### config.mk
export PLATFORM = sky130hd
export DESIGN_NAME = usb_out_ep_ctrl_flat
export DESIGN_NICKNAME = d
export VERILOG_FILES = /design/src/usb_out_pkg.sv /design/src/usb_out_if.sv /design/src/usb_out_ep_ctrl.sv /design/src/flat_wrapper.sv
export SDC_FILE = /design/constraint.sdc
export NUM_CORES = 1
export LEC_CHECK = 0
export ABC_AREA = 1
export BUFFER_PORTS_ARGS = -buffer_cell sky130_fd_sc_hd__buf_2
export CAP_MARGIN = 5
export CORE_ASPECT_RATIO = 0.75
export CORE_MARGIN = 1.5
export CORE_UTILIZATION = 55
export CTS_BUF_LIST = sky130_fd_sc_hd__clkbuf_8
export DETAILED_ROUTE_END_ITERATION = 7
export PLACE_DENSITY = 0.76
export SETUP_SLACK_MARGIN = 0.2
export SKIP_LAST_GASP = 1
export SYNTH_ARGS = -nofsm -noshare
export SYNTH_HDL_FRONTEND = slang
export SYNTH_SLANG_ARGS = --single-unit
### constraint.sdc
create_clock -name clk_i -period 3.76 [get_ports clk_i]
set_input_delay 0 -clock clk_i [delete_from_list [all_inputs] [get_ports clk_i]]
set_output_delay 0 -clock clk_i [all_outputs]
set_load 0.01 [all_outputs]
### src/usb_out_pkg.sv
// Shared constants and types for the OUT endpoint control/status logic.
package usb_out_pkg;
  localparam int NUM_EP = 3;
  localparam int CNT_W = 10;
  localparam int ADDR_W = 8;
  localparam int DATA_W = 8;
  localparam logic [7:0] OFS_CSR_LOW = 8'h14;
  localparam logic [7:0] CSR_RESET = 8'h00;
  localparam int BIT_TOGGLE_CLR = 7;
  localparam int BIT_STALL_SENT = 6;
  localparam int BIT_STALL_REQ = 5;
  localparam int BIT_DISCARD = 4;
  localparam int BIT_RX_ERR = 3;
  localparam int BIT_LOST = 2;
  localparam int BIT_FULL = 1;
  localparam int BIT_READY = 0;
  localparam logic [1:0] PKT_NONE = 2'h0;
  localparam logic [1:0] PKT_ONE = 2'h1;
  localparam logic [1:0] PKT_TWO = 2'h2;

  typedef enum logic [2:0] {
    HS_ACK = 3'b001,
    HS_NAK = 3'b010,
    HS_STALL = 3'b100
  } hs_type;

  typedef enum logic [3:0] {
    CMD_READ = 4'h0,
    CMD_CLEAR_READY = 4'h1,
    CMD_DISCARD = 4'h2,
    CMD_STALL_ON = 4'h3,
    CMD_STALL_OFF = 4'h4,
    CMD_CLEAR_TOGGLE = 4'h5,
    CMD_CLEAR_STALL_SENT = 4'h6,
    CMD_CLEAR_LOST = 4'h7
  } cmd_type;
endpackage

### src/usb_out_if.sv
// Register port between endpoint logic and the firmware agent.
`timescale 1ns/1ns
interface usb_out_if;
  import usb_out_pkg::*;
  logic [ADDR_W-1:0] reg_addr;
  logic reg_wr;
  logic reg_rd;
  logic [DATA_W-1:0] reg_wdata;
  logic [DATA_W-1:0] reg_rdata;
  logic reg_rvalid;
  logic [1:0] ep_sel;
  logic [CNT_W-1:0] rx_count;
  logic fifo_ptr_rst;
  logic ep_irq;

  modport dev (
    input reg_addr, reg_wr, reg_rd, reg_wdata, ep_sel,
    output reg_rdata, reg_rvalid, rx_count, fifo_ptr_rst, ep_irq
  );
  modport fw (
    output reg_addr, reg_wr, reg_rd, reg_wdata, ep_sel,
    input reg_rdata, reg_rvalid, rx_count, fifo_ptr_rst, ep_irq
  );
endinterface

### src/usb_out_ep_ctrl.sv
// Device end: OUT endpoint control/status byte for endpoints one to three.
`timescale 1ns/1ns
module usb_out_ep_ctrl
  import usb_out_pkg::*;
(
  input wire logic clk_i,
  input wire logic sys_rst_i,
  usb_out_if.dev bus,
  input wire logic pkt_valid_i,
  input wire logic [1:0] pkt_ep_i,
  input wire logic [CNT_W-1:0] pkt_len_i,
  input wire logic pkt_err_i,
  input wire logic [NUM_EP-1:0] dbl_buf_en_i,
  input wire logic [NUM_EP-1:0] iso_mode_i,
  output logic hs_valid_o,
  output hs_type hs_code_o,
  output logic [NUM_EP-1:0] data_toggle_o
);
  logic [DATA_W-1:0] csr_w [NUM_EP];
  logic [CNT_W-1:0] len_w [NUM_EP];
  logic [NUM_EP-1:0] accept_w;
  logic [NUM_EP-1:0] lost_w;
  logic [NUM_EP-1:0] stall_w;
  logic [NUM_EP-1:0] rearm_w;
  logic [NUM_EP-1:0] ptr_rst_w;
  logic [NUM_EP-1:0] toggle_w;

  genvar gi;
  generate
    for (gi = 0; gi < NUM_EP; gi++)
    begin : ep_g
      localparam logic [1:0] EP_NUM = 2'(gi + 1);
      logic [1:0] cnt_r, cnt_nxt;
      logic ready_r, ready_nxt;
      logic toggle_r, toggle_nxt;
      logic stall_sent_r, stall_sent_nxt;
      logic stall_req_r, stall_req_nxt;
      logic discard_r, discard_nxt;
      logic rx_err_r, rx_err_nxt;
      logic lost_r, lost_nxt;
      logic head_r, head_nxt;
      logic [CNT_W-1:0] len_r [2];
      logic [CNT_W-1:0] len_nxt [2];
      logic wr_hit, pkt_hit, full, accept, lost, stall, sw_clr, pop, rearm;
      logic [1:0] cap;

      always_comb
      begin
        wr_hit = bus.reg_wr && bus.reg_addr == OFS_CSR_LOW &&
                 bus.ep_sel == EP_NUM;
        pkt_hit = pkt_valid_i && pkt_ep_i == EP_NUM;
        cap = dbl_buf_en_i[gi] ? PKT_TWO : PKT_ONE;
        full = cnt_r == cap;
        stall = pkt_hit && stall_req_r;
        accept = pkt_hit && !stall_req_r && !full;
        lost = pkt_hit && !stall_req_r && full;
        sw_clr = wr_hit && !bus.reg_wdata[BIT_READY] && ready_r;
        pop = sw_clr || (discard_r && ready_r);
        rearm = !ready_r && cnt_r != PKT_NONE && !discard_r;
        cnt_nxt = cnt_r;
        if (accept)
          cnt_nxt = cnt_nxt + PKT_ONE;
        if (pop)
          cnt_nxt = cnt_nxt - PKT_ONE;
        head_nxt = pop ? !head_r : head_r;
        len_nxt = len_r;
        if (accept)
          len_nxt[head_r ^ (cnt_r != PKT_NONE)] = pkt_len_i;
        ready_nxt = ready_r;
        if (pop)
          ready_nxt = 1'b0;
        else if (rearm)
          ready_nxt = 1'b1;
        // Discard holds one cycle so a write never races the pointer reset.
        discard_nxt = wr_hit ? bus.reg_wdata[BIT_DISCARD] : 1'b0;
        stall_req_nxt = wr_hit ? bus.reg_wdata[BIT_STALL_REQ] : stall_req_r;
        stall_sent_nxt = stall_sent_r;
        if (wr_hit && !bus.reg_wdata[BIT_STALL_SENT])
          stall_sent_nxt = 1'b0;
        if (stall)
          stall_sent_nxt = 1'b1;
        lost_nxt = lost_r;
        if (wr_hit && !bus.reg_wdata[BIT_LOST])
          lost_nxt = 1'b0;
        if (lost && iso_mode_i[gi])
          lost_nxt = 1'b1;
        rx_err_nxt = rx_err_r;
        if (sw_clr)
          rx_err_nxt = 1'b0;
        if (accept && pkt_err_i && iso_mode_i[gi])
          rx_err_nxt = 1'b1;
        toggle_nxt = accept ? !toggle_r : toggle_r;
        if (wr_hit && bus.reg_wdata[BIT_TOGGLE_CLR])
          toggle_nxt = 1'b0;
      end

      always_ff @(posedge clk_i or posedge sys_rst_i)
      begin
        if (sys_rst_i)
        begin
          cnt_r <= PKT_NONE;
          ready_r <= 1'b0;
          toggle_r <= 1'b0;
          stall_sent_r <= 1'b0;
          stall_req_r <= 1'b0;
          discard_r <= 1'b0;
          rx_err_r <= 1'b0;
          lost_r <= 1'b0;
          head_r <= 1'b0;
          len_r[0] <= '0;
          len_r[1] <= '0;
        end
        else
        begin
          cnt_r <= cnt_nxt;
          ready_r <= ready_nxt;
          toggle_r <= toggle_nxt;
          stall_sent_r <= stall_sent_nxt;
          stall_req_r <= stall_req_nxt;
          discard_r <= discard_nxt;
          rx_err_r <= rx_err_nxt;
          lost_r <= lost_nxt;
          head_r <= head_nxt;
          len_r <= len_nxt;
        end
      end

      // The toggle-clear position always reads back as zero.
      assign csr_w[gi] = {1'b0, stall_sent_r, stall_req_r, discard_r,
                          rx_err_r, lost_r, full, ready_r};
      assign len_w[gi] = len_r[head_r];
      assign accept_w[gi] = accept;
      assign lost_w[gi] = lost;
      assign stall_w[gi] = stall;
      assign rearm_w[gi] = rearm;
      assign ptr_rst_w[gi] = discard_r;
      assign toggle_w[gi] = toggle_r;
    end
  endgenerate

  logic [DATA_W-1:0] rdata_r, rdata_nxt;
  logic rvalid_r, rvalid_nxt;
  logic [CNT_W-1:0] count_r, count_nxt;
  logic ptr_rst_r, ptr_rst_nxt;
  logic irq_r, irq_nxt;
  logic hs_valid_r, hs_valid_nxt;
  hs_type hs_code_r, hs_code_nxt;
  logic [NUM_EP-1:0] toggle_r;
  logic sel_ok;
  logic [1:0] sel_idx;
  logic pkt_iso;
  logic [1:0] pkt_idx;

  always_comb
  begin
    sel_ok = bus.ep_sel != 2'h0;
    sel_idx = bus.ep_sel - 2'h1;
    pkt_idx = pkt_ep_i - 2'h1;
    pkt_iso = pkt_ep_i != 2'h0 && iso_mode_i[pkt_idx];
    rvalid_nxt = bus.reg_rd;
    rdata_nxt = '0;
    if (bus.reg_rd && sel_ok && bus.reg_addr == OFS_CSR_LOW)
      rdata_nxt = csr_w[sel_idx];
    count_nxt = sel_ok ? len_w[sel_idx] : '0;
    ptr_rst_nxt = |ptr_rst_w;
    irq_nxt = |(stall_w | rearm_w | (lost_w & iso_mode_i));
    hs_valid_nxt = 1'b0;
    hs_code_nxt = HS_ACK;
    if (|stall_w)
    begin
      hs_valid_nxt = 1'b1;
      hs_code_nxt = HS_STALL;
    end
    else if (|lost_w && !pkt_iso)
    begin
      hs_valid_nxt = 1'b1;
      hs_code_nxt = HS_NAK;
    end
    else if (|accept_w && !pkt_iso)
      hs_valid_nxt = 1'b1;
  end

  always_ff @(posedge clk_i or posedge sys_rst_i)
  begin
    if (sys_rst_i)
    begin
      rdata_r <= CSR_RESET;
      rvalid_r <= 1'b0;
      count_r <= '0;
      ptr_rst_r <= 1'b0;
      irq_r <= 1'b0;
      hs_valid_r <= 1'b0;
      hs_code_r <= HS_ACK;
      toggle_r <= '0;
    end
    else
    begin
      rdata_r <= rdata_nxt;
      rvalid_r <= rvalid_nxt;
      count_r <= count_nxt;
      ptr_rst_r <= ptr_rst_nxt;
      irq_r <= irq_nxt;
      hs_valid_r <= hs_valid_nxt;
      hs_code_r <= hs_code_nxt;
      toggle_r <= toggle_w;
    end
  end

  assign bus.reg_rdata = rdata_r;
  assign bus.reg_rvalid = rvalid_r;
  assign bus.rx_count = count_r;
  assign bus.fifo_ptr_rst = ptr_rst_r;
  assign bus.ep_irq = irq_r;
  assign hs_valid_o = hs_valid_r;
  assign hs_code_o = hs_code_r;
  assign data_toggle_o = toggle_r;
endmodule

### src/flat_wrapper.sv
// flat-port wrapper written by rule: the top's interface ports become plain ports
module usb_out_ep_ctrl_flat import usb_out_pkg::*;
  (clk_i, sys_rst_i, pkt_valid_i, pkt_ep_i, pkt_len_i, pkt_err_i, dbl_buf_en_i, iso_mode_i, hs_valid_o, hs_code_o, data_toggle_o, bus_reg_addr, bus_reg_wr, bus_reg_rd, bus_reg_wdata, bus_ep_sel, bus_reg_rdata, bus_reg_rvalid, bus_rx_count, bus_fifo_ptr_rst, bus_ep_irq);
  usb_out_if bus_i ();
  input wire logic clk_i;
  input wire logic sys_rst_i;
  input wire logic pkt_valid_i;
  input wire logic [1:0] pkt_ep_i;
  input wire logic [CNT_W-1:0] pkt_len_i;
  input wire logic pkt_err_i;
  input wire logic [NUM_EP-1:0] dbl_buf_en_i;
  input wire logic [NUM_EP-1:0] iso_mode_i;
  output logic hs_valid_o;
  output hs_type hs_code_o;
  output logic [NUM_EP-1:0] data_toggle_o;
  input wire logic [$bits(bus_i.reg_addr)-1:0] bus_reg_addr;
  input wire logic [$bits(bus_i.reg_wr)-1:0] bus_reg_wr;
  input wire logic [$bits(bus_i.reg_rd)-1:0] bus_reg_rd;
  input wire logic [$bits(bus_i.reg_wdata)-1:0] bus_reg_wdata;
  input wire logic [$bits(bus_i.ep_sel)-1:0] bus_ep_sel;
  output wire logic [$bits(bus_i.reg_rdata)-1:0] bus_reg_rdata;
  output wire logic [$bits(bus_i.reg_rvalid)-1:0] bus_reg_rvalid;
  output wire logic [$bits(bus_i.rx_count)-1:0] bus_rx_count;
  output wire logic [$bits(bus_i.fifo_ptr_rst)-1:0] bus_fifo_ptr_rst;
  output wire logic [$bits(bus_i.ep_irq)-1:0] bus_ep_irq;
  assign bus_i.reg_addr = bus_reg_addr;
  assign bus_i.reg_wr = bus_reg_wr;
  assign bus_i.reg_rd = bus_reg_rd;
  assign bus_i.reg_wdata = bus_reg_wdata;
  assign bus_i.ep_sel = bus_ep_sel;
  assign bus_reg_rdata = bus_i.reg_rdata;
  assign bus_reg_rvalid = bus_i.reg_rvalid;
  assign bus_rx_count = bus_i.rx_count;
  assign bus_fifo_ptr_rst = bus_i.fifo_ptr_rst;
  assign bus_ep_irq = bus_i.ep_irq;
  usb_out_ep_ctrl u_core (.clk_i(clk_i), .sys_rst_i(sys_rst_i), .bus(bus_i), .pkt_valid_i(pkt_valid_i), .pkt_ep_i(pkt_ep_i), .pkt_len_i(pkt_len_i), .pkt_err_i(pkt_err_i), .dbl_buf_en_i(dbl_buf_en_i), .iso_mode_i(iso_mode_i), .hs_valid_o(hs_valid_o), .hs_code_o(hs_code_o), .data_toggle_o(data_toggle_o));
endmodule
==> impl_results.html, run 1 <==
<table>
<tr><th>Metric</th><th>Value</th></tr>
<tr><th colspan="2">Logic synthesis</th></tr>
<tr><td>Synthesized netlist cell count</td><td>670</td></tr>
<tr><td>Netlist area before placement</td><td>5665 µm²</td></tr>
<tr><td>Syn_nets</td><td>approximately 720</td></tr>
<tr><td>Number of warning messages in the yosys log</td><td>0</td></tr>
<tr><td>Ys async rst share</td><td>100.0%</td></tr>
<tr><td>Number of synthesized register bits</td><td>about 120</td></tr>
<tr><td>Syn avg cell area</td><td>roughly 8.5 µm²</td></tr>
<tr><td>Count of different cell masters after synthesis</td><td>36</td></tr>
<tr><td>Number of enable-type register cells in the synthesized netlist</td><td>0</td></tr>
<tr><td>Area share of the largest cell type after synthesis</td><td>approximately half</td></tr>
<tr><td>Dominant cell by count in the synthesized netlist</td><td>sky130_fd_sc_hd__nand2_1</td></tr>
<tr><td>Top FF cell, synth</td><td>sky130_fd_sc_hd__dfrtp_1</td></tr>
<tr><td>Biggest area contributors in the synthesized netlist</td><td>sky130_fd_sc_hd__dfrtp_1, sky130_fd_sc_hd__nand2_1, sky130_fd_sc_hd__nand3_1</td></tr>
<tr><td>Share of synthesized area occupied by flip-flops and latches</td><td>between 50% and 60%</td></tr>
<tr><td>Cell type contributing the most total cell area after synthesis</td><td>sky130_fd_sc_hd__dfrtp_1</td></tr>
<tr><td>Top post-synthesis cells by count</td><td>sky130_fd_sc_hd__nand2_1, sky130_fd_sc_hd__dfrtp_1, sky130_fd_sc_hd__nand3_1</td></tr>
<tr><th colspan="2">GRT</th></tr>
<tr><td>Total Routing Usage GR</td><td>26.87%</td></tr>
<tr><td>Global-route wire length before repair</td><td>between 20 and 25 mm</td></tr>
<tr><td>Pin count of the biggest net entering global routing</td><td>64</td></tr>
<tr><td>Number of antenna violations at the first check in global routing</td><td>0</td></tr>
<tr><td>Number of global-route vias before repair</td><td>~4600</td></tr>
<tr><td>Total congestion overflow after global routing</td><td>0</td></tr>
<tr><th colspan="2">Power</th></tr>
<tr><td>Internal power of the cells</td><td>around 2.4 mW</td></tr>
<tr><td>Comb pwr share</td><td>a little under a fifth</td></tr>
<tr><td>Leakage</td><td>approximately 3.4 nW</td></tr>
<tr><td>Max rail drop VDD</td><td>between 200 and 300 µV</td></tr>
<tr><td>Switching share of power</td><td>~29%</td></tr>
<tr><td>Fraction of power consumed by sequential logic</td><td>a little under half</td></tr>
<tr><td>Clock group share of total power</td><td>approximately a third</td></tr>
<tr><td>PD cells</td><td>492.3 nW/µm²</td></tr>
<tr><td>Net switching power</td><td>about 940 µW</td></tr>
<tr><th colspan="2">Timing</th></tr>
<tr><td>Clock Skew</td><td>between 7 and 8 ps</td></tr>
<tr><td>Slack of the critical path</td><td>~1500 ps</td></tr>
<tr><td>Measured slew at the worst slew-check pin</td><td>slightly below 800 ps</td></tr>
<tr><td>Fin crit period</td><td>approximately 2200 ps</td></tr>
<tr><td>Fmax</td><td>around 0.45 GHz</td></tr>
<tr><td>Hold violation total from the final report</td><td>0</td></tr>
<tr><td>Max-slew violation count</td><td>0</td></tr>
<tr><td>Final worst-path cycle share</td><td>about 59%</td></tr>
<tr><td>Final setup violation count</td><td>0</td></tr>
<tr><td>Unrepaired setup endpoints after global routing</td><td>false</td></tr>
<tr><td>Max transition margin</td><td>about 48%</td></tr>
<tr><td>Final total negative setup slack</td><td>0 ps</td></tr>
<tr><th colspan="2">Clock network</th></tr>
<tr><td>Source-to-sink clock delay at the later pin of the worst-skew pair</td><td>about 430 ps</td></tr>
<tr><td>CTS root buf</td><td>sky130_fd_sc_hd__clkbuf_8</td></tr>
<tr><td>Clock input transition at the sequential cells of the worst setup and hold paths</td><td>roughly 60 ps</td></tr>
<tr><td>TritonCTS Buffers</td><td>17</td></tr>
<tr><td>Sink count of the clock tree</td><td>117</td></tr>
<tr><td>Deepest level of the CTS H-tree</td><td>4</td></tr>
<tr><td>Deepest clock path buffer count</td><td>2</td></tr>
<tr><td>Total setup buffers inserted after CTS</td><td>0</td></tr>
<tr><td>Clock tree from TritonCTS</td><td>done</td></tr>
<tr><th colspan="2">Critical path</th></tr>
<tr><td>Crit path buffers/inverters</td><td>4</td></tr>
<tr><td>Required @ worst endpoint</td><td>slightly above 4000 ps</td></tr>
<tr><td>Crit-path cells</td><td>buf_2, inv_1, ha_1, inv_1, nand2_1, inv_1, a22oi_1, nor2_1</td></tr>
<tr><td>Critical path fanouts, max</td><td>24</td></tr>
<tr><td>Crit path max-delay cell type</td><td>sky130_fd_sc_hd__ha_1</td></tr>
<tr><td>Endpoint kind of the worst setup timing path</td><td>flop</td></tr>
<tr><td>Startpoint kind of the worst setup timing path</td><td>input port</td></tr>
<tr><td>Arrival time worst endpoint</td><td>between 2000 and 3000 ps</td></tr>
<tr><td>Cell type group with the largest total delay on the critical path</td><td>buffers and inverters</td></tr>
<tr><td>Worst path max stage delay</td><td>~700 ps</td></tr>
<tr><td>Type of the worst setup path</td><td>in2reg</td></tr>
<tr><td>Top cell by count, worst path</td><td>sky130_fd_sc_hd__inv_1</td></tr>
<tr><th colspan="2">Die</th></tr>
<tr><td>Cell row count</td><td>31</td></tr>
<tr><td>Die Wd</td><td>between 100 and 150 µm</td></tr>
<tr><td>Die Height</td><td>between 90 and 100 µm</td></tr>
<tr><td>I/O pin count</td><td>70</td></tr>
<tr><td>Initial Util</td><td>a little under three fifths</td></tr>
<tr><td>Core Footprint</td><td>around 9900 µm²</td></tr>
<tr><td>Die area</td><td>about 11000 µm²</td></tr>
<tr><th colspan="2">Routing</th></tr>
<tr><td>Via count</td><td>approximately 4900</td></tr>
<tr><td>Mean number of vias per cell</td><td>5.477</td></tr>
<tr><td>Drt initial violations</td><td>~440</td></tr>
<tr><td>Number of detailed-route iterations in the first pass</td><td>6</td></tr>
<tr><td>Final routed wirelength across all metal layers</td><td>~14 mm</td></tr>
<tr><td>Detailed-route wire length per cell</td><td>15.37 µm</td></tr>
<tr><td>Post-DRT Antenna Nets</td><td>0</td></tr>
<tr><td>Residual DRC</td><td>0</td></tr>
<tr><th colspan="2">Finish</th></tr>
<tr><td>Antenna diode count</td><td>0</td></tr>
<tr><td>Combined flip-flop and latch cell area</td><td>about 2900 µm²</td></tr>
<tr><td>Non-filler instance count after layout</td><td>between 900 and 1000</td></tr>
<tr><td>Synthesis-to-finish area growth</td><td>18.20%</td></tr>
<tr><td>Area taken by multi-input logic gates</td><td>between 2000 and 2500 µm²</td></tr>
<tr><td>Ratio of cells with drive above 1 in the final layout</td><td>19.74%</td></tr>
<tr><td>Layout net count</td><td>a little over 800</td></tr>
<tr><td>Count of filler cells inserted in the layout</td><td>791</td></tr>
<tr><th colspan="2">Place</th></tr>
<tr><td># port buffers</td><td>66</td></tr>
<tr><td>Worst slack, placed</td><td>1165 ps</td></tr>
<tr><td>Post-Place Cells</td><td>between 800 and 900</td></tr>
<tr><td>Total half-perimeter wirelength after legalization and detailed placement</td><td>9.714 mm</td></tr>
<tr><td>RePlAce Congestion</td><td>around 0.85</td></tr>
<tr><th colspan="2">Worst hold path</th></tr>
<tr><td>HP Class</td><td>in2reg</td></tr>
<tr><th colspan="2">Flow run</th></tr>
<tr><td>Max-Cap Viols</td><td>0</td></tr>
<tr><th colspan="2">Outcome</th></tr>
<tr><td>Run status</td><td>finished, final reports clean</td></tr>
</table>
metrics by stage:
step                      util [%]  hold WS, ps  power, mW  instance area [µm²]
after floorplan                  -        31.43      1.978                 5665
final                        67.97        78.55      3.297                 6696
after detailed placement     61.20        142.8      2.139                 6030
after CTS                    67.97        52.40      3.301                 6696
after global routing         67.97        78.90      3.458                 6696
after global placement       61.20        140.6      2.113                 6030
power by group through the flow:
stage / clock [mW] / combinational (mW) / sequential [mW]
finish: 1.15 / 0.614 / 1.54
global route: 1.21 / 0.693 / 1.55
CTS: 1.16 / 0.612 / 1.53
detailed placement: 0 / 0.588 / 1.55
global placement: 0 / 0.566 / 1.55
floorplan: 0 / 0.433 / 1.54
state kept, by name, indices dropped and copies added (netlist names), 3 cells and up:
register	cells
u_core.hs_code_o	3
u_core.ep_g.lost_r	3
u_core.data_toggle_o	3
u_core.ep_g.stall_sent_r	3
u_core.ep_g.rx_err_r	3
u_core.bus.rx_count	10
u_core.ep_g.toggle_r	3
u_core.ep_g.ready_r	3
u_core.ep_g.discard_r	3
u_core.bus.reg_rdata	7
u_core.ep_g.cnt_r	6
u_core.ep_g.stall_req_r	3
u_core.ep_g.head_r	3
u_core.ep_g.len_r	60
kinds of logic (layout without fill, tap and decap cells):
logic type               Yosys count  count (layout)  share of synthesized area [%]
AO/OA/AOI/OAI                    117             117                          11.88
XOR/XNOR                           6               6                         0.9276
adder cells (fa/ha/maj)           11              11                          2.429
buffers and inverters             81             181                          6.360
flip-flops                       117             117                          51.70
other                              1               1                        0.06619
AND/OR/NAND/NOR                  337             337                          26.63
path summary, 6_finish.rpt:
| kind | cells after the start | slack, ps | from | endpoint |
|---|---|---|---|---|
| min reg2reg | 0 | 390 | u_core.ep_g[0].toggle_r | u_core.data_toggle_o[0] |
| max | 8 | 1550 | bus_ep_sel[0] | u_core.bus.reg_rdata[5] |
| max reg2reg | 6 | 1960 | u_core.ep_g[1].cnt_r[0] | u_core.ep_g[1].len_r[15] |
| min in group asynchronous | 3 | 280 | sys_rst_i | u_core.ep_g[2].len_r[12] |
| max in group asynchronous | 4 | 2560 | sys_rst_i | u_core.ep_g[0].len_r[6] |
| min | 5 | 80 | bus_reg_wdata[0] | u_core.ep_g[1].rx_err_r |
placed cells by master, fill, tap and decap left out, drive strengths merged, types with 2 or more instances in the layout:
| cell type | instances |
|---|---|
| nand2 | 210 |
| dfrtp | 116 |
| o21ai | 87 |
| buf | 68 |
| nand3 | 67 |
| inv | 59 |
| nor2 | 48 |
| dlygate4sd3 | 27 |
| clkbuf | 23 |
| a21oi | 22 |
| ha | 11 |
| xor2 | 6 |
| nand4 | 5 |
| or2 | 3 |
| nand3b | 2 |
| clkinv | 2 |
| nor3 | 2 |
| o22ai | 2 |
| bufinv | 2 |
area by class of cell:
| class | instances | area share (%) |
|---|---|---|
| tap | 132 | 2.466 |
| clock inverter | 7 | 1.196 |
| inverter | 56 | 3.195 |
| multi-input combinational | 472 | 35.48 |
| sequential | 117 | 43.74 |
| clock buffer | 23 | 4.727 |
| timing repair buffer | 95 | 9.193 |
timing repair:
| item | in CTS | in global routing |
|---|---|---|
| setup endpoints to repair | 0 | 0 |
| hold buffers | 27 | 0 |
| hold endpoints to repair | 142 | 0 |
| gates resized for setup | 0 | 0 |
routing by layer:
layer  vias to the layer above  part of all wire, %  GRT usage, %
li1                       2350                    -             -
met1                      2338                   47         40.27
met2                       234                   43         38.10
met3                        18                  8.7         7.323
met4                         0                  1.2         7.837
met5                         -                    0             0
worst register-to-register path: cells and delay by family, from the launching register on:
family	cells	cell delay [ps]
AOI/OAI and AO/OA	1	90
DFF	1	420
and+or+nand+nor	2	580
buffers and inverters	1	120
xor gates and xnor gates	1	210
adders and majority gates	1	220
Note: power is estimated with default switching activity, not from simulation.
==> inputs of run 2 (changes only) <==
--- a/config.mk
+++ b/config.mk
@@ -10,10 +10,10 @@
 export CAP_MARGIN = 5
 export CORE_ASPECT_RATIO = 0.75
 export CORE_MARGIN = 1.5
-export CORE_UTILIZATION = 55
+export CORE_UTILIZATION = 54
 export CTS_BUF_LIST = sky130_fd_sc_hd__clkbuf_8
 export DETAILED_ROUTE_END_ITERATION = 7
-export PLACE_DENSITY = 0.76
+export PLACE_DENSITY = 0.78
 export SETUP_SLACK_MARGIN = 0.2
 export SKIP_LAST_GASP = 1
 export SYNTH_ARGS = -nofsm -noshare
==> constraint.sdc (replaced) <==
create_clock -name clk_i -period 2 [get_ports clk_i]
set_input_delay 0 -clock clk_i [delete_from_list [all_inputs] [get_ports clk_i]]
set_output_delay 0 -clock clk_i [all_outputs]
set_load 0.01 [all_outputs]
==> impl_results.html, run 2 (synthesis results as in run 1) <==
<table>
<tr><th>Metric</th><th>Value</th></tr>
<tr><th colspan="2">Outcome</th></tr>
<tr><td>Run status</td><td>finished, final reports clean (unchanged)</td></tr>
<tr><th colspan="2">GRT</th></tr>
<tr><td>Number of antenna violations at the first check in global routing</td><td>0 (unchanged)</td></tr>
<tr><td>Number of global-route vias before repair</td><td>4698 (was 4582)</td></tr>
<tr><td>Global-route wire length before repair</td><td>22.63 mm (was 22.51 mm)</td></tr>
<tr><td>Total Routing Usage GR</td><td>26.52% (was 26.87%)</td></tr>
<tr><td>Total congestion overflow after global routing</td><td>0 (unchanged)</td></tr>
<tr><td>Pin count of the biggest net entering global routing</td><td>60 (was 64)</td></tr>
<tr><th colspan="2">Power</th></tr>
<tr><td>Total Power</td><td>6.798 mW (was 3.297 mW)</td></tr>
<tr><td>Leakage</td><td>3.497 nW (was 3.434 nW)</td></tr>
<tr><td>Max rail drop VDD</td><td>547.4 µV (was 298.6 µV)</td></tr>
<tr><td>Comb pwr share</td><td>18.1% (was 18.6%)</td></tr>
<tr><td>Fraction of power consumed by sequential logic</td><td>42.4% (was 46.6%)</td></tr>
<tr><td>Clock group share of total power</td><td>39.5% (was 34.8%)</td></tr>
<tr><td>Internal power of the cells</td><td>4.901 mW (was 2.354 mW)</td></tr>
<tr><td>Switching share of power</td><td>27.91% (was 28.58%)</td></tr>
<tr><td>Net switching power</td><td>1.897 mW (was 942.3 µW)</td></tr>
<tr><td>PD cells</td><td>988.4 nW/µm² (was 492.3 nW/µm²)</td></tr>
<tr><th colspan="2">Die</th></tr>
<tr><td>Die Wd</td><td>121.3 µm (was 120.2 µm)</td></tr>
<tr><td>Initial Util</td><td>55.27% (was 57.51%)</td></tr>
<tr><td>Core Footprint</td><td>10250 µm² (was 9852 µm²)</td></tr>
<tr><td>Cell row count</td><td>32 (was 31)</td></tr>
<tr><td>Die Height</td><td>91.71 µm (was 90.90 µm)</td></tr>
<tr><td>I/O pin count</td><td>70 (unchanged)</td></tr>
<tr><td>Die area</td><td>11120 µm² (was 10930 µm²)</td></tr>
<tr><th colspan="2">Routing</th></tr>
<tr><td>Residual DRC</td><td>0 (unchanged)</td></tr>
<tr><td>Final routed wirelength across all metal layers</td><td>14.17 mm (was 13.86 mm)</td></tr>
<tr><td>Post-DRT Antenna Nets</td><td>0 (unchanged)</td></tr>
<tr><td>Mean number of vias per cell</td><td>5.472 (was 5.477)</td></tr>
<tr><td>Detailed-route wire length per cell</td><td>15.50 µm (was 15.37 µm)</td></tr>
<tr><td>Number of detailed-route iterations in the first pass</td><td>6 (unchanged)</td></tr>
<tr><td>Via count</td><td>5001 (was 4940)</td></tr>
<tr><td>Drt initial violations</td><td>596 (was 439)</td></tr>
<tr><th colspan="2">Critical path</th></tr>
<tr><td>Type of the worst setup path</td><td>reg2reg (was in2reg)</td></tr>
<tr><td>Crit-path cells</td><td>inv_1, nand3_1, clkinv_2, nand4_1, dlygate4sd3_1, nand2_1 (was buf_2, inv_1, ha_1, inv_1, nand2_1, inv_1, a22oi_1, nor2_1)</td></tr>
<tr><td>Crit path launch</td><td>u_core.ep_g[1].stall_req_r (was bus_ep_sel[0])</td></tr>
<tr><td>Crit path max-delay cell type</td><td>sky130_fd_sc_hd__dlygate4sd3_1 (was sky130_fd_sc_hd__ha_1)</td></tr>
<tr><td>Startpoint kind of the worst setup timing path</td><td>flop (was input port)</td></tr>
<tr><td>Worst path max stage delay</td><td>590 ps (was 690 ps)</td></tr>
<tr><td>Crit Reg-Reg Endpoint</td><td>u_core.ep_g[1].lost_r (was u_core.ep_g[1].len_r[15])</td></tr>
<tr><td>End point of the critical path</td><td>u_core.ep_g[1].lost_r (was u_core.bus.reg_rdata[5])</td></tr>
<tr><td>Startpoint of the worst register-to-register path</td><td>u_core.ep_g[1].stall_req_r (was u_core.ep_g[1].cnt_r[0])</td></tr>
<tr><td>Required @ worst endpoint</td><td>2380 ps (was 4070 ps)</td></tr>
<tr><td>Reg2reg setup slack</td><td>360 ps (was 1960 ps)</td></tr>
<tr><td>Cell count of the worst reg-to-reg path</td><td>6 (unchanged)</td></tr>
<tr><td>Arrival time worst endpoint</td><td>2020 ps (was 2530 ps)</td></tr>
<tr><td>Endpoint kind of the worst setup timing path</td><td>flop (unchanged)</td></tr>
<tr><td>Critical path fanouts, max</td><td>6 (was 24)</td></tr>
<tr><th colspan="2">Timing</th></tr>
<tr><td>Final total negative setup slack</td><td>0 ps (unchanged)</td></tr>
<tr><td>Hold violation total from the final report</td><td>0 (unchanged)</td></tr>
<tr><td>Unrepaired setup endpoints after global routing</td><td>false (unchanged)</td></tr>
<tr><td>Final setup violation count</td><td>0 (unchanged)</td></tr>
<tr><td>Final worst-path cycle share</td><td>81.99%</td></tr>
<tr><td>Measured slew at the worst slew-check pin</td><td>670.4 ps (was 780.4 ps)</td></tr>
<tr><td>Fmax</td><td>0.6098 GHz</td></tr>
<tr><td>Clock Skew</td><td>7.897 ps (was 7.560 ps)</td></tr>
<tr><td>Fin crit period</td><td>between 1500 and 2000 ps</td></tr>
<tr><td>Max-slew violation count</td><td>0 (unchanged)</td></tr>
<tr><td>Max transition margin</td><td>55.21% (was 47.97%)</td></tr>
<tr><th colspan="2">Worst hold path</th></tr>
<tr><td>HP Class</td><td>in2reg (unchanged)</td></tr>
<tr><th colspan="2">Flow run</th></tr>
<tr><td>Max-Cap Viols</td><td>0 (unchanged)</td></tr>
<tr><th colspan="2">Clock network</th></tr>
<tr><td>CTS root buf</td><td>sky130_fd_sc_hd__clkbuf_8 (unchanged)</td></tr>
<tr><td>Source-to-sink clock delay at the later pin of the worst-skew pair</td><td>440 ps (was 430 ps)</td></tr>
<tr><td>TritonCTS Buffers</td><td>17 (unchanged)</td></tr>
<tr><td>Clock tree from TritonCTS</td><td>done (unchanged)</td></tr>
<tr><td>Deepest level of the CTS H-tree</td><td>4 (unchanged)</td></tr>
<tr><td>Sink count of the clock tree</td><td>117 (unchanged)</td></tr>
<tr><td>Deepest clock path buffer count</td><td>2 (unchanged)</td></tr>
<tr><td>Clock input transition at the sequential cells of the worst setup and hold paths</td><td>70 ps (was 60 ps)</td></tr>
<tr><th colspan="2">Place</th></tr>
<tr><td>Total half-perimeter wirelength after legalization and detailed placement</td><td>9.684 mm (was 9.714 mm)</td></tr>
<tr><td>RePlAce Congestion</td><td>0.9399 (was 0.8483)</td></tr>
<tr><td># port buffers</td><td>66 (unchanged)</td></tr>
<tr><td>Placed Area</td><td>6106 µm² (was 6030 µm²)</td></tr>
<tr><th colspan="2">Finish</th></tr>
<tr><td>Most flops, register</td><td>u_core.ep_g.len_r (unchanged)</td></tr>
<tr><td>Synthesis-to-finish area growth</td><td>21.40% (was 18.20%)</td></tr>
<tr><td>Layout net count</td><td>818 (was 812)</td></tr>
<tr><td>Antenna diode count</td><td>0 (unchanged)</td></tr>
<tr><td>End-of-flow core utilization</td><td>67.10% (was 67.97%)</td></tr>
<tr><td>Post-layout instance area</td><td>6878 µm² (was 6696 µm²)</td></tr>
<tr><td>Ratio of cells with drive above 1 in the final layout</td><td>21.21% (was 19.74%)</td></tr>
<tr><td>Leading cell type in the layout, fill and taps excluded</td><td>sky130_fd_sc_hd__nand2_1 (unchanged)</td></tr>
<tr><td>Top library cells by usage in the layout, fill and taps aside</td><td>sky130_fd_sc_hd__nand2_1, sky130_fd_sc_hd__dfrtp_1, sky130_fd_sc_hd__nand3_1 (unchanged)</td></tr>
<tr><td>Number of flip-flops in the largest register</td><td>60 (unchanged)</td></tr>
</table>
run 2: changes by cell type in the layout (fill, tap and decap cells not counted), sizes merged:
cell	delta
clkinv	+2
clkinvlp	+3
buf	+6
inv	-2
bufinv	+5
clkbuf	-6
run 2: layer usage:
metal	global-route usage, %	vias to the layer above	wire length (µm)
met5	0	-	0
met4	8.529	0	216
met3	6.592	22	1170
met2	39.87	224	6473
met1	37.98	2383	6309
li1	-	2372	-
run 2: worst max-delay path, delay by kind of cell (launching register included):
| kind | cells | cell delay (ps) |
|---|---|---|
| flip-flops | 1 | 370 |
| buffers and inverters | 3 | 850 |
| AND/OR/NAND/NOR | 3 | 360 |
run 2: timing repair:
action	CTS	global route
setup endpoints to repair	0	30
hold buffers	27	0
gates resized for setup	0	3
setup buffers	0	0
endpoints found under the hold margin	107	0
run 2: power by group through the flow:
stage               registers [mW]  logic, mW  clock network [mW]
floorplan                     2.90      0.815                   0
global placement              2.90       1.09                   0
detailed placement            2.91       1.15                   0
CTS                           2.88       1.22                2.71
global route                  2.91       1.37                2.81
finish                        2.88       1.23                2.68
run 2: how the worst min path moves through the flow:
stage	cells after the start	endpoint	from
after global routing	4	u_core.bus.ep_irq	dbl_buf_en_i[0]
after CTS	5	u_core.ep_g[1].rx_err_r	bus_reg_wdata[0]
after floorplan	0	u_core.bus.reg_rvalid	bus_reg_rd
after global placement	2	u_core.bus.fifo_ptr_rst	sys_rst_i
final	5	u_core.ep_g[1].rx_err_r	bus_reg_wdata[0]
after detailed placement	2	u_core.bus.reg_rdata[1]	sys_rst_i
run 2: metrics by stage:
step           hold WS [ps]  cells  setup slack, ps
2_1_floorplan         31.43    670            491.8
3_3_place_gp          115.0    855            356.3
3_5_place_dp          128.8    855            278.7
4_1_cts               32.55    914            266.5
5_1_grt               79.54    914            267.5
6_report              43.71    914            360.1
run 2: final cells by class:
type / count / area, µm²
Fill cell: 765 / 3372
Sequential cell: 117 / 2929
Multi-Input combinational cell: 472 / 2384
Timing Repair Buffer: 101 / 685.7
Clock inverter: 15 / 260.3
Clock buffer: 17 / 234.0
Inverter: 56 / 215.2
Tap cell: 136 / 170.2
==> inputs of run 3 (changes only) <==
--- a/config.mk
+++ b/config.mk
@@ -5,15 +5,15 @@
 export SDC_FILE = /design/constraint.sdc
 export NUM_CORES = 1
 export LEC_CHECK = 0
-export ABC_AREA = 1
+export ABC_AREA = 0
 export BUFFER_PORTS_ARGS = -buffer_cell sky130_fd_sc_hd__buf_2
 export CAP_MARGIN = 5
 export CORE_ASPECT_RATIO = 0.75
 export CORE_MARGIN = 1.5
-export CORE_UTILIZATION = 54
+export CORE_UTILIZATION = 55
 export CTS_BUF_LIST = sky130_fd_sc_hd__clkbuf_8
 export DETAILED_ROUTE_END_ITERATION = 7
-export PLACE_DENSITY = 0.78
+export PLACE_DENSITY = 0.79
 export SETUP_SLACK_MARGIN = 0.2
 export SKIP_LAST_GASP = 1
 export SYNTH_ARGS = -nofsm -noshare
==> constraint.sdc (replaced) <==
create_clock -name clk_i -period 1.5 [get_ports clk_i]
set_input_delay 0 -clock clk_i [delete_from_list [all_inputs] [get_ports clk_i]]
set_output_delay 0 -clock clk_i [all_outputs]
set_load 0.01 [all_outputs]
==> impl_results.html, run 3 <==
<table>
<tr><th>Metric</th><th>Value</th></tr>
<tr><th colspan="2">Critical path</th></tr>
<tr><td>Crit Reg-Reg Endpoint</td><td>u_core.ep_g[1].toggle_r (was u_core.ep_g[1].lost_r)</td></tr>
<tr><td>Startpoint kind of the worst setup timing path</td><td>flop (unchanged)</td></tr>
<tr><td>Crit path launch</td><td>u_core.ep_g[1].cnt_r[1] (was u_core.ep_g[1].stall_req_r)</td></tr>
<tr><td>End point of the critical path</td><td>u_core.ep_g[1].toggle_r (was u_core.ep_g[1].lost_r)</td></tr>
<tr><td>Type of the worst setup path</td><td>reg2reg (unchanged)</td></tr>
<tr><td>Endpoint kind of the worst setup timing path</td><td>flop (unchanged)</td></tr>
<tr><td>Reg2reg setup slack</td><td>-390 ps (was 360 ps)</td></tr>
<tr><td>Required @ worst endpoint</td><td>1840 ps (was 2380 ps)</td></tr>
<tr><td>Critical path fanouts, max</td><td>3 (was 6)</td></tr>
<tr><td>Startpoint of the worst register-to-register path</td><td>u_core.ep_g[1].cnt_r[1] (was u_core.ep_g[1].stall_req_r)</td></tr>
<tr><td>Cell count of the worst reg-to-reg path</td><td>8 (was 6)</td></tr>
<tr><td>Arrival time worst endpoint</td><td>2220 ps (was 2020 ps)</td></tr>
<tr><th colspan="2">Outcome</th></tr>
<tr><td>Violated checks</td><td>negative setup slack</td></tr>
<tr><td>Run status</td><td>finished with violations (was finished, final reports clean)</td></tr>
<tr><th colspan="2">Die</th></tr>
<tr><td>I/O pin count</td><td>70 (unchanged)</td></tr>
<tr><td>Die area</td><td>11140 µm² (was 11120 µm²)</td></tr>
<tr><td>Die Height</td><td>91.79 µm (was 91.71 µm)</td></tr>
<tr><td>Die Wd</td><td>121.4 µm (was 121.3 µm)</td></tr>
<tr><td>Cell row count</td><td>32 (unchanged)</td></tr>
<tr><td>Core Footprint</td><td>10250 µm² (unchanged)</td></tr>
<tr><td>Initial Util</td><td>56.40% (was 55.27%)</td></tr>
<tr><th colspan="2">Power</th></tr>
<tr><td>Switching share of power</td><td>32.91% (was 27.91%)</td></tr>
<tr><td>Internal power of the cells</td><td>8.205 mW (was 4.901 mW)</td></tr>
<tr><td>Net switching power</td><td>4.024 mW (was 1.897 mW)</td></tr>
<tr><td>Comb pwr share</td><td>34.5% (was 18.1%)</td></tr>
<tr><td>Fraction of power consumed by sequential logic</td><td>40.1% (was 42.4%)</td></tr>
<tr><td>PD cells</td><td>1414 nW/µm² (was 988.4 nW/µm²)</td></tr>
<tr><td>Leakage</td><td>4.102 nW (was 3.497 nW)</td></tr>
<tr><td>Clock group share of total power</td><td>25.4% (was 39.5%)</td></tr>
<tr><td>Max rail drop VDD</td><td>712.5 µV (was 547.4 µV)</td></tr>
<tr><th colspan="2">Finish</th></tr>
<tr><td>Leading cell type in the layout, fill and taps excluded</td><td>sky130_fd_sc_hd__dfrtp_1 (was sky130_fd_sc_hd__nand2_1)</td></tr>
<tr><td>Synthesis-to-finish area growth</td><td>49.63% (was 21.40%)</td></tr>
<tr><td>Top library cells by usage in the layout, fill and taps aside</td><td>sky130_fd_sc_hd__dfrtp_1, sky130_fd_sc_hd__buf_4, sky130_fd_sc_hd__buf_2 (was sky130_fd_sc_hd__nand2_1, sky130_fd_sc_hd__dfrtp_1, sky130_fd_sc_hd__nand3_1)</td></tr>
<tr><td>Layout net count</td><td>749 (was 818)</td></tr>
<tr><td>Number of flip-flops in the largest register</td><td>60 (unchanged)</td></tr>
<tr><td>Ratio of cells with drive above 1 in the final layout</td><td>54.02% (was 21.21%)</td></tr>
<tr><td>Most flops, register</td><td>u_core.ep_g.len_r (unchanged)</td></tr>
<tr><td>Antenna diode count</td><td>0 (unchanged)</td></tr>
<tr><th colspan="2">GRT</th></tr>
<tr><td>Number of antenna violations at the first check in global routing</td><td>0 (unchanged)</td></tr>
<tr><td>Number of global-route vias before repair</td><td>5471 (was 4698)</td></tr>
<tr><td>Pin count of the biggest net entering global routing</td><td>40 (was 60)</td></tr>
<tr><td>Total congestion overflow after global routing</td><td>0 (unchanged)</td></tr>
<tr><td>Global-route wire length before repair</td><td>30.57 mm (was 22.63 mm)</td></tr>
<tr><td>Total Routing Usage GR</td><td>36.98% (was 26.52%)</td></tr>
<tr><th colspan="2">Timing</th></tr>
<tr><td>Final total negative setup slack</td><td>-16330 ps (was 0 ps)</td></tr>
<tr><td>Unrepaired setup endpoints after global routing</td><td>true (was false)</td></tr>
<tr><td>Max transition margin</td><td>64.18% (was 55.21%)</td></tr>
<tr><td>Fmax</td><td>0.5303 GHz (was 0.6098 GHz)</td></tr>
<tr><td>Measured slew at the worst slew-check pin</td><td>536.1 ps (was 670.4 ps)</td></tr>
<tr><td>Final worst-path cycle share</td><td>125.7% (was 81.99%)</td></tr>
<tr><td>Fin crit period</td><td>1886 ps (was 1640 ps)</td></tr>
<tr><td>Max-slew violation count</td><td>0 (unchanged)</td></tr>
<tr><td>Clock Skew</td><td>14.98 ps (was 7.897 ps)</td></tr>
<tr><td>Final setup violation count</td><td>83 (was 0)</td></tr>
<tr><td>Hold violation total from the final report</td><td>0 (unchanged)</td></tr>
<tr><td>Slack of the critical path</td><td>-385.6 ps (was 360.1 ps)</td></tr>
<tr><td>Final-layout worst hold slack</td><td>45.89 ps (was 43.71 ps)</td></tr>
<tr><th colspan="2">Routing</th></tr>
<tr><td>Drt initial violations</td><td>733 (was 596)</td></tr>
<tr><td>Residual DRC</td><td>0 (unchanged)</td></tr>
<tr><td>Final routed wirelength across all metal layers</td><td>22.63 mm (was 14.17 mm)</td></tr>
<tr><td>DRT met1 WL</td><td>8.514 mm (was 6.309 mm)</td></tr>
<tr><td>Post-DRT Antenna Nets</td><td>0 (unchanged)</td></tr>
<tr><td>Top routing layer in use</td><td>met4 (unchanged)</td></tr>
<tr><td>Detailed-route wire length per cell</td><td>26.78 µm (was 15.50 µm)</td></tr>
<tr><td>Number of detailed-route iterations in the first pass</td><td>5 (was 6)</td></tr>
<tr><td>Amount of wire on met2 after detailed routing</td><td>10.23 mm (was 6.473 mm)</td></tr>
<tr><td>Via count</td><td>5632 (was 5001)</td></tr>
<tr><td>Met3 layer wire length in the routed design</td><td>2.405 mm (was 1.170 mm)</td></tr>
<tr><td>Mean number of vias per cell</td><td>6.665 (was 5.472)</td></tr>
<tr><th colspan="2">Logic synthesis</th></tr>
<tr><td>Ys async rst share</td><td>100.0% (unchanged)</td></tr>
<tr><td>Count of different cell masters after synthesis</td><td>62 (was 36)</td></tr>
<tr><td>Top FF cell, synth</td><td>sky130_fd_sc_hd__dfrtp_1 (unchanged)</td></tr>
<tr><td>Synthesized netlist cell count</td><td>486 (was 670)</td></tr>
<tr><td>Number of enable-type register cells in the synthesized netlist</td><td>0 (unchanged)</td></tr>
<tr><td>Biggest area contributors in the synthesized netlist</td><td>sky130_fd_sc_hd__dfrtp_1, sky130_fd_sc_hd__mux2_2, sky130_fd_sc_hd__mux2i_1 (was sky130_fd_sc_hd__dfrtp_1, sky130_fd_sc_hd__nand2_1, sky130_fd_sc_hd__nand3_1)</td></tr>
<tr><td>Share of synthesized area occupied by flip-flops and latches</td><td>50.67% (was 51.70%)</td></tr>
<tr><td>Number of synthesized register bits</td><td>117 (unchanged)</td></tr>
<tr><td>Cell type contributing the most total cell area after synthesis</td><td>sky130_fd_sc_hd__dfrtp_1 (unchanged)</td></tr>
<tr><td>Syn avg cell area</td><td>11.89 µm² (was 8.456 µm²)</td></tr>
<tr><td>Syn_nets</td><td>539 (was 723)</td></tr>
<tr><td>Top post-synthesis cells by count</td><td>sky130_fd_sc_hd__dfrtp_1, sky130_fd_sc_hd__mux2_2, sky130_fd_sc_hd__nand2_1 (was sky130_fd_sc_hd__nand2_1, sky130_fd_sc_hd__dfrtp_1, sky130_fd_sc_hd__nand3_1)</td></tr>
<tr><td>Area share of the largest cell type after synthesis</td><td>50.22% (was 51.24%)</td></tr>
<tr><td>Netlist area before placement</td><td>5781 µm² (was 5665 µm²)</td></tr>
<tr><td>Number of warning messages in the yosys log</td><td>0 (unchanged)</td></tr>
<tr><td>Dominant cell by count in the synthesized netlist</td><td>sky130_fd_sc_hd__dfrtp_1 (was sky130_fd_sc_hd__nand2_1)</td></tr>
<tr><th colspan="2">Clock network</th></tr>
<tr><td>Deepest level of the CTS H-tree</td><td>4 (unchanged)</td></tr>
<tr><td>TritonCTS Buffers</td><td>17 (unchanged)</td></tr>
<tr><td>Deepest clock path buffer count</td><td>2 (unchanged)</td></tr>
<tr><td>Sink count of the clock tree</td><td>117 (unchanged)</td></tr>
<tr><td>Source-to-sink clock delay at the later pin of the worst-skew pair</td><td>470 ps (was 440 ps)</td></tr>
<tr><td>CTS root buf</td><td>sky130_fd_sc_hd__clkbuf_8 (unchanged)</td></tr>
<tr><td>Clock input transition at the sequential cells of the worst setup and hold paths</td><td>70 ps (about the same)</td></tr>
<tr><td>Clock tree from TritonCTS</td><td>done (unchanged)</td></tr>
<tr><th colspan="2">Flow run</th></tr>
<tr><td>Max-Cap Viols</td><td>0 (unchanged)</td></tr>
<tr><th colspan="2">Place</th></tr>
<tr><td># port buffers</td><td>66 (unchanged)</td></tr>
<tr><td>RePlAce Congestion</td><td>0.9070 (was 0.9399)</td></tr>
<tr><td>Total half-perimeter wirelength after legalization and detailed placement</td><td>10.73 mm (was 9.684 mm)</td></tr>
<tr><th colspan="2">Worst hold path</th></tr>
<tr><td>HP Class</td><td>in2reg (unchanged)</td></tr>
<tr><td>Hold Crit Depth</td><td>4 (was 5)</td></tr>
</table>
run 3: cell types whose count changed in the layout (fill, tap and decap cells not counted), moves of 30 or more:
cell	before	now
sky130_fd_sc_hd__inv_1	48	10
sky130_fd_sc_hd__buf_6	0	36
sky130_fd_sc_hd__nand2_1	183	38
sky130_fd_sc_hd__nand3_1	67	7
sky130_fd_sc_hd__mux2_4	0	55
sky130_fd_sc_hd__o21ai_1	32	0
sky130_fd_sc_hd__nor2_1	46	16
sky130_fd_sc_hd__buf_4	6	71
sky130_fd_sc_hd__o21ai_0	37	7
run 3: power by group through the flow:
stage          logic (mW)  clock network (mW)  registers (mW)
2_1_floorplan        2.32                   0            4.56
6_report             4.21                3.11            4.91
5_1_grt              4.36                3.28            4.93
3_3_place_gp         3.04                   0            4.62
4_1_cts              3.58                3.02            4.69
3_5_place_dp         3.21                   0            4.69
run 3: how the worst min path moves through the flow:
stage,startpoint,end,slack [ps]
after floorplan,bus_reg_rd,u_core.bus.reg_rvalid,30
after global placement,sys_rst_i,u_core.ep_g[1].len_r[4],60
after detailed placement,sys_rst_i,u_core.ep_g[1].len_r[4],70
after CTS,bus_reg_wr,u_core.ep_g[0].stall_sent_r,3
after global routing,pkt_valid_i,u_core.hs_code_o[2],40
final,bus_reg_wr,u_core.ep_g[0].lost_r,50
run 3: worst max-delay path: stages (launching register included):
cell                       delay (ps)
sky130_fd_sc_hd__dfrtp_1          430
sky130_fd_sc_hd__buf_6            140
sky130_fd_sc_hd__nand3b_1         190
sky130_fd_sc_hd__nand3_4          160
sky130_fd_sc_hd__buf_6            150
sky130_fd_sc_hd__buf_6            100
sky130_fd_sc_hd__buf_6            110
sky130_fd_sc_hd__xor2_1           170
sky130_fd_sc_hd__a31oi_1          310
run 3: final cells by class:
| type | instances | area, µm² |
|---|---|---|
| well taps | 136 | 170.2 |
| flip-flops and latches | 117 | 2937 |
| multi-input cells | 332 | 3243 |
| repair buffers | 212 | 1817 |
| clock inverters | 14 | 161.4 |
| inverters | 16 | 73.82 |
| clock buffers | 18 | 247.7 |
| fillers | 424 | 1600 |
run 3: repair_timing:
| item | in CTS | in global routing |
|---|---|---|
| gates cloned | 4 | 1 |
| buffers inserted | 20 | 27 |
| setup endpoints to repair | 90 | 94 |
| gates resized for setup | 50 | 66 |
| hold endpoints to repair | 206 | 0 |
| pin swaps | 24 | 40 |
| hold buffers | 24 | 0 |
run 3: routing by layer:
layer | vias to the layer above | track usage, %
met5 | - | 0
met4 | 0 | 16.37
met3 | 159 | 11.26
met2 | 499 | 56.40
met1 | 2793 | 48.85
li1 | 2181 | -
run 3: through the flow:
step                      worst slack (ps)  power, mW  util [%]  area (µm²)  cells
final                               -385.6      12.23     84.39        8650    845
after global placement              -278.4      7.665     68.95        7067    737
after global routing                -376.7      12.57     84.39        8650    845
after detailed placement            -321.6      7.895     68.95        7067    737
after CTS                           -294.4      11.28     79.64        8163    817
after floorplan                     -270.9      6.886         -        6088    486
run 3: cells by family (layout without fill, tap and decap cells):
logic type / after synthesis / count (layout) / share of synthesized area [%]
simple gates: 133 / 134 / 13.14
fa+ha+maj: 11 / 11 / 2.381
xor+xnor: 14 / 14 / 2.121
other cells: 1 / 1 / 0.06487
flops: 117 / 117 / 50.67
compound gates: 68 / 68 / 7.966
buf+inv: 38 / 260 / 3.182
mux: 104 / 104 / 20.48
